[src/include/window_decode_pkg.sv]
package window_decode_pkg;

  // ****************************************
  // register map
  // ****************************************
  localparam logic [11:0] prefetch_window_bounds_offset    = 12'h024;
  localparam logic [11:0] prefetch_lower_bound_high_offset = 12'h028;
  localparam logic [11:0] prefetch_upper_bound_high_offset = 12'h02C;
  localparam logic [11:0] io_window_high_bits_offset       = 12'h030;
  localparam logic [11:0] io_window_low_bits_offset        = 12'h034;

  // ****************************************
  // reset values and fixed fields
  // ****************************************
  localparam logic [31:0] prefetch_window_bounds_reset    = 32'h0001_0001;
  localparam logic [31:0] prefetch_lower_bound_high_reset = 32'h0000_0000;
  localparam logic [31:0] prefetch_upper_bound_high_reset = 32'h0000_0000;
  localparam logic [31:0] io_window_high_bits_reset       = 32'h0000_0000;
  localparam logic [7:0]  io_window_low_bits_reset        = 8'h00;
  localparam logic [3:0]  upper_cap_code                  = 4'h1;
  localparam logic [19:0] mem_end_fill                    = 20'hF_FFFF;
  localparam logic [19:0] mem_start_fill                  = 20'h0_0000;
  localparam logic [11:0] io_end_fill                     = 12'hFFF;
  localparam logic [11:0] io_start_fill                   = 12'h000;

  // ****************************************
  // carriers
  // ****************************************
  typedef struct packed {
    logic [11:0] window_end_field;
    logic [11:0] window_start_field;
    logic [31:0] start_high;
    logic [31:0] end_high;
  } prefetch_regs_t;

  typedef struct packed {
    logic [15:0] io_end_high;
    logic [15:0] io_start_high;
    logic [3:0]  io_end_low;
    logic [3:0]  io_start_low;
  } io_regs_t;

  typedef struct packed {
    logic        valid;
    logic        is_io;
    logic [63:0] addr;
  } decode_req_t;

endpackage : window_decode_pkg

[src/logic/bridge_window_decode.sv]
`timescale 1ns/1ps
`default_nettype none

module bridge_window_decode (
  input  wire logic                             pclk,
  input  wire logic                             presetn,
  input  wire logic                             psel,
  input  wire logic                             penable,
  input  wire logic                             pwrite,
  input  wire logic [11:0]                      paddr,
  input  wire logic [31:0]                      pwdata,
  input  wire logic [3:0]                       pstrb,
  output var  logic [31:0]                      prdata,
  output var  logic                             pready,
  output var  logic                             pslverr,
  input  wire window_decode_pkg::decode_req_t   req,
  output var  logic                             fwd_valid,
  output var  logic                             fwd_hit,
  output var  logic                             prefetch_enabled,
  output var  logic                             io_enabled
);

  // ****************************************
  // elaboration checks
  // ****************************************
  // the word layouts below assume these carrier widths
  if ($bits(window_decode_pkg::prefetch_regs_t) != 88) begin : g_pf_width_check
    $error("prefetch carrier is not 88 bits wide");
  end
  if ($bits(window_decode_pkg::io_regs_t) != 40) begin : g_io_width_check
    $error("io carrier is not 40 bits wide");
  end
  if ($bits(window_decode_pkg::decode_req_t) != 66) begin : g_req_width_check
    $error("request carrier is not 66 bits wide");
  end
  // each register is one aligned word
  if ((window_decode_pkg::prefetch_window_bounds_offset[1:0] != 2'b00) ||
      (window_decode_pkg::prefetch_lower_bound_high_offset[1:0] != 2'b00) ||
      (window_decode_pkg::prefetch_upper_bound_high_offset[1:0] != 2'b00) ||
      (window_decode_pkg::io_window_high_bits_offset[1:0] != 2'b00) ||
      (window_decode_pkg::io_window_low_bits_offset[1:0] != 2'b00)) begin : g_align_check
    $error("register offsets must be word aligned");
  end
  // start fill must be the complement of end fill
  if ((window_decode_pkg::mem_end_fill != ~window_decode_pkg::mem_start_fill) ||
      (window_decode_pkg::io_end_fill != ~window_decode_pkg::io_start_fill)) begin : g_fill_check
    $error("window fill patterns are not complementary");
  end

  // ****************************************
  // register state
  // ****************************************
  window_decode_pkg::prefetch_regs_t pf;
  window_decode_pkg::prefetch_regs_t next_pf;
  window_decode_pkg::io_regs_t       io;
  window_decode_pkg::io_regs_t       next_io;
  logic [31:0]                       next_prdata;
  logic                              next_pready;
  logic                              next_pslverr;

  logic [31:0] bounds_word;
  logic [31:0] io_high_word;
  logic [31:0] io_low_word;
  logic        wr_en;
  logic        setup;
  logic        mapped;

  // ****************************************
  // byte lane merge
  // ****************************************
  function automatic logic [31:0] merge(input logic [31:0] old_v, input logic [31:0] new_v,
                                        input logic [3:0] strb);
    logic [31:0] r;
    r = old_v;
    for (int i = 0; i < 4; i++) begin
      if (strb[i]) begin
        r[i*8 +: 8] = new_v[i*8 +: 8];
      end
    end
    return r;
  endfunction : merge

  // ****************************************
  // read words
  // ****************************************
  always_comb begin
    bounds_word  = {pf.window_end_field, window_decode_pkg::upper_cap_code,
                    pf.window_start_field, window_decode_pkg::upper_cap_code};
    io_high_word = {io.io_end_high, io.io_start_high};
    io_low_word  = {16'h0000, io.io_end_low, 4'h0, io.io_start_low, 4'h0};
  end

  // ****************************************
  // apb slave: one wait-free access phase
  // ****************************************
  always_comb begin
    setup  = psel & ~penable;
    wr_en  = psel & penable & pwrite & pready;
    mapped = (paddr == window_decode_pkg::prefetch_window_bounds_offset) |
             (paddr == window_decode_pkg::prefetch_lower_bound_high_offset) |
             (paddr == window_decode_pkg::prefetch_upper_bound_high_offset) |
             (paddr == window_decode_pkg::io_window_high_bits_offset) |
             (paddr == window_decode_pkg::io_window_low_bits_offset);
  end

  // ****************************************
  // read mux and response
  // ****************************************
  // pready is registered, so every access phase lasts exactly one cycle
  always_comb begin
    next_pready  = setup;
    next_pslverr = setup & ~mapped;
    next_prdata  = 32'h0000_0000;
    if (setup & ~pwrite) begin
      unique case (paddr)
        window_decode_pkg::prefetch_window_bounds_offset:    next_prdata = bounds_word;
        window_decode_pkg::prefetch_lower_bound_high_offset: next_prdata = pf.start_high;
        window_decode_pkg::prefetch_upper_bound_high_offset: next_prdata = pf.end_high;
        window_decode_pkg::io_window_high_bits_offset:       next_prdata = io_high_word;
        window_decode_pkg::io_window_low_bits_offset:        next_prdata = io_low_word;
        default:                                             next_prdata = 32'h0000_0000;
      endcase
    end
  end

  // ****************************************
  // prefetch register write path
  // ****************************************
  // capability nibbles are dropped here, so they stay read-only
  always_comb begin
    logic [31:0] w;
    w       = 32'h0000_0000;
    next_pf = pf;
    if (wr_en) begin
      unique case (paddr)
        window_decode_pkg::prefetch_window_bounds_offset: begin
          w = merge(bounds_word, pwdata, pstrb);
          next_pf.window_end_field   = w[31:20];
          next_pf.window_start_field = w[15:4];
        end
        window_decode_pkg::prefetch_lower_bound_high_offset: begin
          next_pf.start_high = merge(pf.start_high, pwdata, pstrb);
        end
        window_decode_pkg::prefetch_upper_bound_high_offset: begin
          next_pf.end_high = merge(pf.end_high, pwdata, pstrb);
        end
        default: begin
          w = 32'h0000_0000;
        end
      endcase
    end
  end

  // ****************************************
  // io register write path
  // ****************************************
  // only the two nibbles of the low word are kept, the rest reads zero
  always_comb begin
    logic [31:0] w;
    w       = 32'h0000_0000;
    next_io = io;
    if (wr_en) begin
      unique case (paddr)
        window_decode_pkg::io_window_high_bits_offset: begin
          w = merge(io_high_word, pwdata, pstrb);
          next_io.io_end_high   = w[31:16];
          next_io.io_start_high = w[15:0];
        end
        window_decode_pkg::io_window_low_bits_offset: begin
          w = merge(io_low_word, pwdata, pstrb);
          next_io.io_end_low   = w[15:12];
          next_io.io_start_low = w[7:4];
        end
        default: begin
          w = 32'h0000_0000;
        end
      endcase
    end
  end

  // ****************************************
  // prefetch window registers
  // ****************************************
  always_ff @(posedge pclk or negedge presetn) begin
    if (!presetn) begin
      pf.window_end_field   <= window_decode_pkg::prefetch_window_bounds_reset[31:20];
      pf.window_start_field <= window_decode_pkg::prefetch_window_bounds_reset[15:4];
      pf.start_high         <= window_decode_pkg::prefetch_lower_bound_high_reset;
      pf.end_high           <= window_decode_pkg::prefetch_upper_bound_high_reset;
    end else begin
      pf <= next_pf;
    end
  end

  // ****************************************
  // io window registers
  // ****************************************
  always_ff @(posedge pclk or negedge presetn) begin
    if (!presetn) begin
      io.io_end_high        <= window_decode_pkg::io_window_high_bits_reset[31:16];
      io.io_start_high      <= window_decode_pkg::io_window_high_bits_reset[15:0];
      io.io_end_low         <= window_decode_pkg::io_window_low_bits_reset[7:4];
      io.io_start_low       <= window_decode_pkg::io_window_low_bits_reset[3:0];
    end else begin
      io <= next_io;
    end
  end

  // ****************************************
  // apb response registers
  // ****************************************
  always_ff @(posedge pclk or negedge presetn) begin
    if (!presetn) begin
      prdata                <= 32'h0000_0000;
      pready                <= 1'b0;
      pslverr               <= 1'b0;
    end else begin
      prdata  <= next_prdata;
      pready  <= next_pready;
      pslverr <= next_pslverr;
    end
  end

  // ****************************************
  // prefetch window assembly
  // ****************************************
  logic [63:0] pf_start;
  logic [63:0] pf_end;
  logic        pf_on;

  always_comb begin
    pf_start = {pf.start_high, pf.window_start_field, window_decode_pkg::mem_start_fill};
    pf_end   = {pf.end_high, pf.window_end_field, window_decode_pkg::mem_end_fill};
    pf_on    = pf_start <= pf_end;
  end

  // ****************************************
  // io window assembly
  // ****************************************
  logic [31:0] io_start;
  logic [31:0] io_end;
  logic        io_on;

  always_comb begin
    io_start = {io.io_start_high, io.io_start_low, window_decode_pkg::io_start_fill};
    io_end   = {io.io_end_high, io.io_end_low, window_decode_pkg::io_end_fill};
    io_on    = io_start <= io_end;
  end

  // ****************************************
  // request decode
  // ****************************************
  logic        next_fwd_valid;
  logic        next_fwd_hit;
  logic        next_prefetch_enabled;
  logic        next_io_enabled;

  // io space is 32 bits wide, so any upper address bit set is a miss
  always_comb begin
    next_fwd_valid        = req.valid;
    next_fwd_hit          = 1'b0;
    next_prefetch_enabled = pf_on;
    next_io_enabled       = io_on;
    if (req.valid) begin
      if (req.is_io) begin
        next_fwd_hit = io_on & (req.addr[63:32] == 32'h0000_0000) &
                       (req.addr[31:0] >= io_start) & (req.addr[31:0] <= io_end);
      end else begin
        next_fwd_hit = pf_on & (req.addr >= pf_start) & (req.addr <= pf_end);
      end
    end
  end

  // ****************************************
  // decode output registers
  // ****************************************
  always_ff @(posedge pclk or negedge presetn) begin
    if (!presetn) begin
      fwd_valid        <= 1'b0;
      fwd_hit          <= 1'b0;
      prefetch_enabled <= 1'b0;
      io_enabled       <= 1'b0;
    end else begin
      fwd_valid        <= next_fwd_valid;
      fwd_hit          <= next_fwd_hit;
      prefetch_enabled <= next_prefetch_enabled;
      io_enabled       <= next_io_enabled;
    end
  end

endmodule : bridge_window_decode

`default_nettype wire

[config.mk]
export PLATFORM = sky130hd
export DESIGN_NAME = bridge_window_decode
export DESIGN_NICKNAME = d
export VERILOG_FILES = /design/src/include/window_decode_pkg.sv /design/src/logic/bridge_window_decode.sv
export SDC_FILE = /design/constraint.sdc
export NUM_CORES = 1
export LEC_CHECK = 0
export BUFFER_PORTS_ARGS = -buffer_cell sky130_fd_sc_hd__buf_2
export CORE_MARGIN = 1
export CORE_UTILIZATION = 30
export DETAILED_ROUTE_END_ITERATION = 10
export SYNTH_ARGS = -nofsm -noshare
export SYNTH_HDL_FRONTEND = slang
export SYNTH_SLANG_ARGS = --single-unit
export TNS_END_PERCENT = 50
[constraint.sdc]
create_clock -name pclk -period 2.5 [get_ports pclk]
set_clock_uncertainty 0.1 [all_clocks]
set_input_delay 0.375 -clock pclk [delete_from_list [all_inputs] [get_ports pclk]]
set_output_delay 0.375 -clock pclk [all_outputs]
set_load 0.05 [all_outputs]
==> results of run 1 <==
==> worst min-delay path: cells and delay by family <==
kind | cells | cell delay (ns)
buffers and inverters | 1 | 0.10
and+or+nand+nor | 1 | 0.04
AOI/OAI and AO/OA | 1 | 0.05
==> sequential cells by signal (all words and copies together), names as in the netlist <==
register,count
bounds_word,24
fwd_hit,1
fwd_valid,1
io,40
io_enabled,1
pf,64
prdata,32
pready,1
prefetch_enabled,1
pslverr,1
==> cells in the final DEF (no fill, tap or decap), drive strengths merged, types with 3 or more instances in the layout <==
master	n
buf	227
nand2	192
ha	190
dfrtp	166
o21ai	153
inv	139
a21oi	92
nand4	43
a21o	39
nor2	39
a222oi	30
clkbuf	20
nor4	16
nand3	13
nor3	12
a22oi	8
a211oi	8
a221oi	8
diode	5
and4	5
clkinvlp	5
nor2b	5
nor4b	4
and2	4
o211ai	3
or4	3
==> cell usage after synthesis, types with 8 or more instances <==
library cell	number	area, um2
nand3_1	11	55.1
a221oi_1	8	70.1
nor2_1	23	86.3
o21ai_0	149	746
a22oi_1	8	60.1
nor4_1	14	87.6
ha_1	190	2380
nor3_1	12	60.1
a21oi_2	24	210
buf_2	17	85.1
a21oi_1	68	340
nand2_1	190	713
a222oi_1	30	300
nor2_4	14	158
inv_1	135	507
nand4_1	43	269
a211oi_1	8	60.1
a21o_1	39	293
dfrtp_1	166	4150
==> repair_timing <==
action,4_1_cts,5_1_grt
gates resized for setup,2,8
setup buffers,0,2
endpoints found under the hold margin,50,0
pin swaps,0,8
cloned,0,0
hold buffers,1,0
endpoints found under the setup margin,1,2
==> per-layer routing <==
metal	vias to the layer above	part of all wire	GRT usage
met5	-	0	0
met4	0	0.019	0.0584
met3	36	0.070	0.0323
met2	346	0.45	0.317
met1	4908	0.46	0.291
li1	4863	-	-
==> cell type report <==
type,instances,area (um2),area share
Multi-Input combinational cell,893,6460,0.469
Inverter,135,507,0.0368
Antenna cell,5,12.5,0.000908
Timing Repair Buffer,228,1490,0.108
Tap cell,468,586,0.0425
Sequential cell,166,4150,0.301
Clock buffer,20,447,0.0324
Clock inverter,12,120,0.00872
==> kinds of logic (layout without fill, tap and decap cells) <==
group,count (synthesis),after routing
AOI/OAI and AO/OA,354,354
and+or+nand+nor,347,347
adders and majority gates,190,190
buffers and inverters,168,395
DFF,166,166
muxes,2,2
other,0,5
==> final timing paths <==
kind	slack [ns]	to	start	cells past startpoint
setup / recovery	0.08	fwd_hit	pf[35]	11
setup reg to reg	0.08	fwd_hit	pf[35]	11
hold reg to reg	0.44	prdata[24]	io[32]	2
min in group asynchronous	0.37	prdata[26]	presetn	2
max in group asynchronous	1.14	io[1]	presetn	3
hold / removal	0.06	pf[49]	pwdata[17]	3
==> power by group through the flow <==
stage | sequential [uW] | combinational [uW] | clock [uW]
2_1_floorplan | 2750 | 116 | 0
3_3_place_gp | 2740 | 439 | 0
3_5_place_dp | 2740 | 450 | 0
4_1_cts | 2690 | 454 | 2660
5_1_grt | 2690 | 502 | 2770
6_report | 2690 | 456 | 2610
==> through the flow <==
step	instance area (um2)	setup slack [ns]	power, uW
2_1_floorplan	11300	0.243	2870
3_3_place_gp	13100	-0.191	3180
3_5_place_dp	13100	-0.188	3190
4_1_cts	13700	0.0142	5800
5_1_grt	13800	-0.00912	5960
6_report	13800	0.0768	5750
==> out/qor.txt, run 1 <==
status: complete, no violations
vias per cell: 5.27
setup tns final: 0 ns
Final Hold Vio Count: 0
async set-reset flop share out of synthesis: 1.00
Core ar.: 0.0368 mm2
Cell variety after synth: 56
clock share of power: 0.453
Cells after DPL: 1887
#FFs+latches synth: 166
Slowest-stage cell, CP: dfrtp_1
root buf cell: clkbuf_16
Setup crit end kind: register
Routed Antenna Nets: 0
first-pass GRT wire length: 58900 um
complex-gate fraction of the synthesized area: 0.198
Tightest Hold Check Type: in -> reg
IO Pins: 157
post-DP HPWL: 30300 um
P_int: 4270 uW
Worst-Skew Late Latency: 0.45 ns
Peak VDD IR: 425 uV
IO Port Bufs: 156
CTS Buffer Depth: 2
max-slew violations: 0
ys flop type: dfrtp_1
share of layout cells above drive strength 1: 0.218
CP max FO: 3
critical path's largest stage delay: 0.39 ns
CP bufs+invs: 3
Initial Utilization: 0.306
sequential area share after synthesis: 0.369
total track usage: 0.204
Die Wd: 196 um
initial antenna violation count: 5
DRC Markers: 0
row cnt: 70
CP Launch Type: register
Net Count, Synth: 1536
Seq pwr share: 0.467
Fin Hold WS: 0.0615 ns
Die Y: 196 um
wire per inst: 19.9 um
Switching Share: 0.259
CTS tree: built
total global routing overflow: 0
XOR/XNOR Fraction of Synth Area: 0
switching power: 1490 uW
multiplexer share of the synthesized area: 0.00200
Synth Instances: 1227
Clock Sink Count: 166
Final setup viols: 0
vias in the first global route: 10079
Initial DRC Count: 850
vias: 10153
post-layout util: 0.375
WS Path Type: reg -> reg
Logic pwr share: 0.079
Post-synth EDFFs: 0
clk slew on worst S/H paths: 0.08 ns
leak pwr: 0.00707 uW
post-route insts no fill: 1927
max cap viols: 0
Initial DRT Pass Iterations: 6
fmax: 0.413 GHz
Nets: 1750
CTS Buf Count: 17
CP arrival: 2.69 ns
Power Density: 418 mW/mm2
YS warnings: 0
WL final: 38300 um
largest family of logic cells by synthesized area: adder cells
synth-to-layout area growth: 22.3%
cell area after synthesis: 0.0113 mm2
GP Congestion: 0.962
Simple-Gate Fraction of Synth Area: 0.157
fin crit share: 0.969
Slew headroom: 0.519
Syn Area/Cell: 9.18 um2
Top delay family on crit path: compound AO/OA/AOI/OAI gates
clock period minus worst slack: 2.42 ns
fillcell total: 3753
# H-tree levels: 4
Critical Path RT: 2.77 ns
largest net degree at the start of global routing: 55
die area: 0.0383 mm2
measured slew at the worst slew-check pin: 0.716 ns
critical-path cell list: inv_1, ha_4, nand4_1, nor4_2, buf_4, nand4_1, o21ai_1, a2111oi_2, buf_4, o31a_1, o21ai_1
adder-cell share of the synthesized area: 0.211
Power figures use the tool's default switching activity.
==> inputs of run 2 (changes only) <==
Clock period 2.5 ns to 2.56 ns, I/O delays scaled along.
==> run 2 against run 1 <==
Compared with the run above: total power fell by 1.8%; design area fell by 0.58%; critical endpoint unchanged; highest routed layer is now met5; largest cell class unchanged; register-to-register slack got worse by 0.04 ns; cell count fell by 0.67%; first-iteration DRC count rose by 9.2%.
==> out/qor.txt, run 2 (synthesis gave the netlist of run 1 again) <==
reg2reg end: fwd_hit
status: complete, no violations
root buf cell: clkbuf_16
CTS tree: built
register area: 0.00415 mm2
Tightest Hold Check Type: in -> reg
post-DP HPWL: 30700 um
Initial DRT Pass Iterations: 8
total track usage: 0.202
Core ar.: 0.0368 mm2
Critical Path Start: pf[34]
Setup crit end kind: register
total global routing overflow: 0
Worst-Skew Late Latency: 0.44 ns
vias in the first global route: 10119
Final setup viols: 0
max FFs per register: 64
CP arrival: 2.78 ns
Cells after DPL: 1868
IO Port Bufs: 156
crit path to: fwd_hit
Initial Utilization: 0.306
leak pwr: 0.00700 uW
FF-to-FF setup slack: 0.04 ns
share of layout cells above drive strength 1: 0.218
GP Congestion: 0.940
area of the multi-input gates: 0.00651 mm2
max-slew violations: 0
Critical Path RT: 2.82 ns
Clock Sink Count: 166
vias: 10218
Peak VDD IR: 324 uV
post-route insts no fill: 1914
CTS Buffer Depth: 2
Most flops, register: pf
synth-to-layout area growth: 21.6%
R2R cell count: 10
CTS Buf Count: 17
fin crit share: 0.986
fmax: 0.396 GHz
commonest non-fill, non-tap cells in the layout: 190 x nand2_1, 185 x ha_1, 166 x dfrtp_1
DRC Markers: 0
top flop regs: pf: 64 flops, io: 40 flops, prdata: 32 flops
WL final: 38300 um
max cap viols: 0
Initial DRC Count: 928
row cnt: 70
RSZ-0062 raised after global routing: true
Die Wd: 196 um
r2r startpoint: pf[34]
CP max FO: 3
IO Pins: 157
CP Launch Type: register
commonest non-fill, non-tap cell in the layout: nand2_1
Nets: 1741
measured slew at the worst slew-check pin: 0.740 ns
Routed Antenna Nets: 0
fillcell total: 3785
Die Y: 196 um
initial antenna violation count: 3
Power Density: 413 mW/mm2
clock period minus worst slack: 2.52 ns
vias per cell: 5.34
Final Hold Vio Count: 0
Power Total: 5650 uW
first-pass GRT wire length: 58500 um
Slew headroom: 0.502
clk slew on worst S/H paths: 0.07 ns
wire per inst: 20.0 um
largest net degree at the start of global routing: 61
# H-tree levels: 4
die area: 0.0383 mm2
WS Path Type: reg -> reg
[run 2: cell types whose count changed in the layout (fill, tap and decap cells not counted), sizes merged]
cell	previous run	this run
clkbuf	20	19
clkinvlp	5	6
diode	5	2
buf	227	218
inv	139	140
clkinv	2	0
[run 2: critical path, stage by stage, from the launching register on]
cell and delay [ns]:
dfrtp_1 0.41, inv_2 0.08, ha_4 0.26, nand4_1 0.26, nor4_4 0.36, buf_4 0.17
nand4_1 0.11, o21ai_2 0.21, a2111oi_2 0.09, o31a_1 0.28, o21ai_1 0.11
[run 2: area by class of cell]
| cell class | count | area share |
|---|---|---|
| antenna | 2 | 0.000365 |
| clock buffer | 19 | 0.0331 |
| clock inverter | 12 | 0.00868 |
| inverter | 135 | 0.0370 |
| multi-input combinational | 893 | 0.475 |
| sequential | 166 | 0.303 |
| tap | 468 | 0.0427 |
| timing repair buffer | 219 | 0.0995 |
[run 2: worst min path at each step]
stage	start	end	slack [ns]	cells after the start
3_5_place_dp	presetn	prdata[25]	0.32	1
4_1_cts	req[65]	fwd_valid	0.07	1
2_1_floorplan	presetn	bounds_word[10]	-0.01	0
6_report	pwdata[18]	pf[50]	0.09	3
3_3_place_gp	presetn	prdata[25]	0.31	1
5_1_grt	req[65]	fwd_valid	0.08	1
[run 2: power by group]
group | switching, uW | internal [uW]
registers | 1.77 | 2620
logic | 283 | 161
clock network | 1180 | 1400
[run 2: through the flow]
step / TNS [ns] / hold WS [ns] / setup slack [ns] / utilization / instance area [um2]
after floorplan: 0 / -0.0116 / 0.303 / - / 11300
final: 0 / 0.0891 / 0.0352 / 0.372 / 13700
after global routing: -0.0317 / 0.0841 / -0.0317 / 0.372 / 13700
after CTS: 0 / 0.0712 / 0.00587 / 0.369 / 13600
after global placement: -0.190 / 0.314 / -0.190 / 0.351 / 12900
after detailed placement: -0.215 / 0.321 / -0.215 / 0.351 / 12900
[run 2: timing repair]
item                       CTS  global route
cloned                       0             0
hold endpoints to repair    55             0
gates resized for setup      5            13
buffers inserted             5             8
hold buffers                 1             0
setup endpoints to repair    1             1
pin swaps                    3             9
[run 2: layer usage]
metal	track usage	vias to the layer above	wire, um
met5	0	-	8
met4	0.0521	2	722
met3	0.0370	50	3000
met2	0.323	395	17300
met1	0.281	4924	17200
li1	-	4847	-
==> inputs of run 3 (changes only) <==
Settings changed: PLACE_DENSITY set to 0.44.
==> run 3 against run 2 <==
Compared with the run above: global-route usage rose by 1.1 points; wire length up 3.0%; sequential power hardly changed; sequential share of layout area is 0.098 points higher; design area shrank 0.29%; fmax is 0.17% higher; hold slack worse by 0.012 ns; first-iteration DRC count fell by 38%; utilization decreased by 0.11 points; worst setup slack better by 0.0044 ns; non-clock buffer count is 1 higher.
==> out/qor.txt, run 3 (synthesis gave the netlist of run 1 again) <==
row cnt: 70
commonest non-fill, non-tap cell in the layout: nand2_1
Die Y: 196 um
Setup crit end kind: register
Peak VDD IR: 470 uV
Initial Utilization: 0.306
clk slew on worst S/H paths: 0.07 ns
DRC Markers: 0
synth-to-layout area growth: 21.3%
max-slew violations: 0
Fin Hold WS: 0.0771 ns
FF-to-FF setup slack: 0.04 ns
Nets: 1742
commonest non-fill, non-tap cells in the layout: 190 x nand2_1, 187 x ha_1, 165 x dfrtp_1
Initial DRC Count: 574
status: complete, no violations
vias: 9860
Seq pwr share: 0.475
CTS tree: built
largest net degree at the start of global routing: 47
IO Pins: 157
Tightest Hold Check Type: in -> reg
CP arrival: 2.76 ns
Clock Sink Count: 166
# H-tree levels: 4
max FFs per register: 64
Slowest-stage cell, CP: a2111oi_4
root buf cell: clkbuf_16
GP Congestion: 0.876
clock period minus worst slack: 2.52 ns
fin crit share: 0.985
leak pwr: 0.00701 uW
total global routing overflow: 0
P_int: 4130 uW
post-layout util: 0.371
Most flops, register: pf
die area: 0.0383 mm2
vias per cell: 5.15
Final Hold Vio Count: 0
vias in the first global route: 9938
final non-filler cell area: 0.0137 mm2
Final setup viols: 0
switching power: 1400 uW
IO Port Bufs: 156
Critical Path RT: 2.80 ns
Power Density: 405 mW/mm2
critical-path cell list: inv_2, ha_4, a21o_1, a21o_1, a21oi_1, o211ai_1, a2111oi_4, buf_4, o31a_1, o21ai_1
CP max FO: 3
Worst-Skew Late Latency: 0.45 ns
Routed Antenna Nets: 0
first-pass GRT wire length: 60200 um
CTS Buf Count: 17
cell mode on critical path: a21o_1
WS Path Type: reg -> reg
WL final: 39400 um
CP Launch Type: register
measured slew at the worst slew-check pin: 0.764 ns
ANT cells: 0
fillcell total: 3846
Post-DP Area: 0.0130 mm2
Switching Share: 0.254
initial antenna violation count: 3
wire per inst: 20.6 um
Initial DRT Pass Iterations: 6
max cap viols: 0
share of layout cells above drive strength 1: 0.217
top flop regs: pf: 64 flops, io: 40 flops, prdata: 32 flops
Slew headroom: 0.487
Die Wd: 196 um
total track usage: 0.214
CTS Buffer Depth: 2
critical path's largest stage delay: 0.56 ns
fmax: 0.397 GHz
Core ar.: 0.0368 mm2
clock share of power: 0.444
Logic pwr share: 0.081
post-DP HPWL: 31500 um
run 3: routing by layer:
| metal | part of all wire | vias up | GRT usage |
|---|---|---|---|
| li1 | - | 4843 | - |
| met1 | 0.49 | 4737 | 0.300 |
| met2 | 0.44 | 237 | 0.336 |
| met3 | 0.046 | 41 | 0.0340 |
| met4 | 0.020 | 2 | 0.0651 |
| met5 | 0.00030 | - | 0 |
run 3: path summary, 6_finish.rpt:
kind	start	end	depth (start not counted)
hold reg to reg	io[25]	prdata[17]	2
min in group asynchronous	presetn	pf[30]	2
setup reg to reg	bounds_word[13]	fwd_hit	10
setup / recovery	bounds_word[13]	fwd_hit	10
max in group asynchronous	presetn	pf[32]	3
hold / removal	pwdata[18]	io[26]	3
run 3: per-stage QoR:
| stage | instances | TNS (ns) | worst slack, ns | power [uW] |
|---|---|---|---|---|
| final | 1913 | 0 | 0.0395 | 5530 |
| after global routing | 1913 | -0.0243 | -0.0243 | 5750 |
| after CTS | 1905 | 0 | 0.00944 | 5610 |
| after detailed placement | 1873 | -0.683 | -0.683 | 3130 |
| after global placement | 1873 | -0.721 | -0.721 | 3120 |
| after floorplan | 1227 | 0 | 0.303 | 2800 |
run 3: worst max-delay path: cells and delay by family, from the launching register on:
family | cells | cell delay, ns
adder cells (fa/ha/maj) | 1 | 0.20
flip-flops | 1 | 0.41
AO/OA/AOI/OAI | 7 | 1.41
buffers and inverters | 2 | 0.28
run 3: layout make-up:
cell class | instances | area (um2) | area share
inverters | 135 | 507 | 0.0371
well taps | 468 | 586 | 0.0429
repair buffers | 220 | 1380 | 0.101
clock inverters | 10 | 82.6 | 0.00605
multi-input cells | 893 | 6490 | 0.476
flip-flops and latches | 166 | 4160 | 0.304
clock buffers | 21 | 450 | 0.0330
run 3: what timing repair did:
item,in CTS,in global routing
gates resized for setup,4,13
setup endpoints to repair,1,1
buffers inserted,0,8
hold endpoints to repair,41,0
hold buffers,1,0
pin swaps,1,6
run 3: power by group through the flow:
stage | logic [uW] | clock network (uW) | registers (uW)
floorplan | 113 | 0 | 2690
global placement | 446 | 0 | 2680
detailed placement | 450 | 0 | 2680
CTS | 453 | 2530 | 2630
global route | 499 | 2620 | 2630
finish | 450 | 2460 | 2630
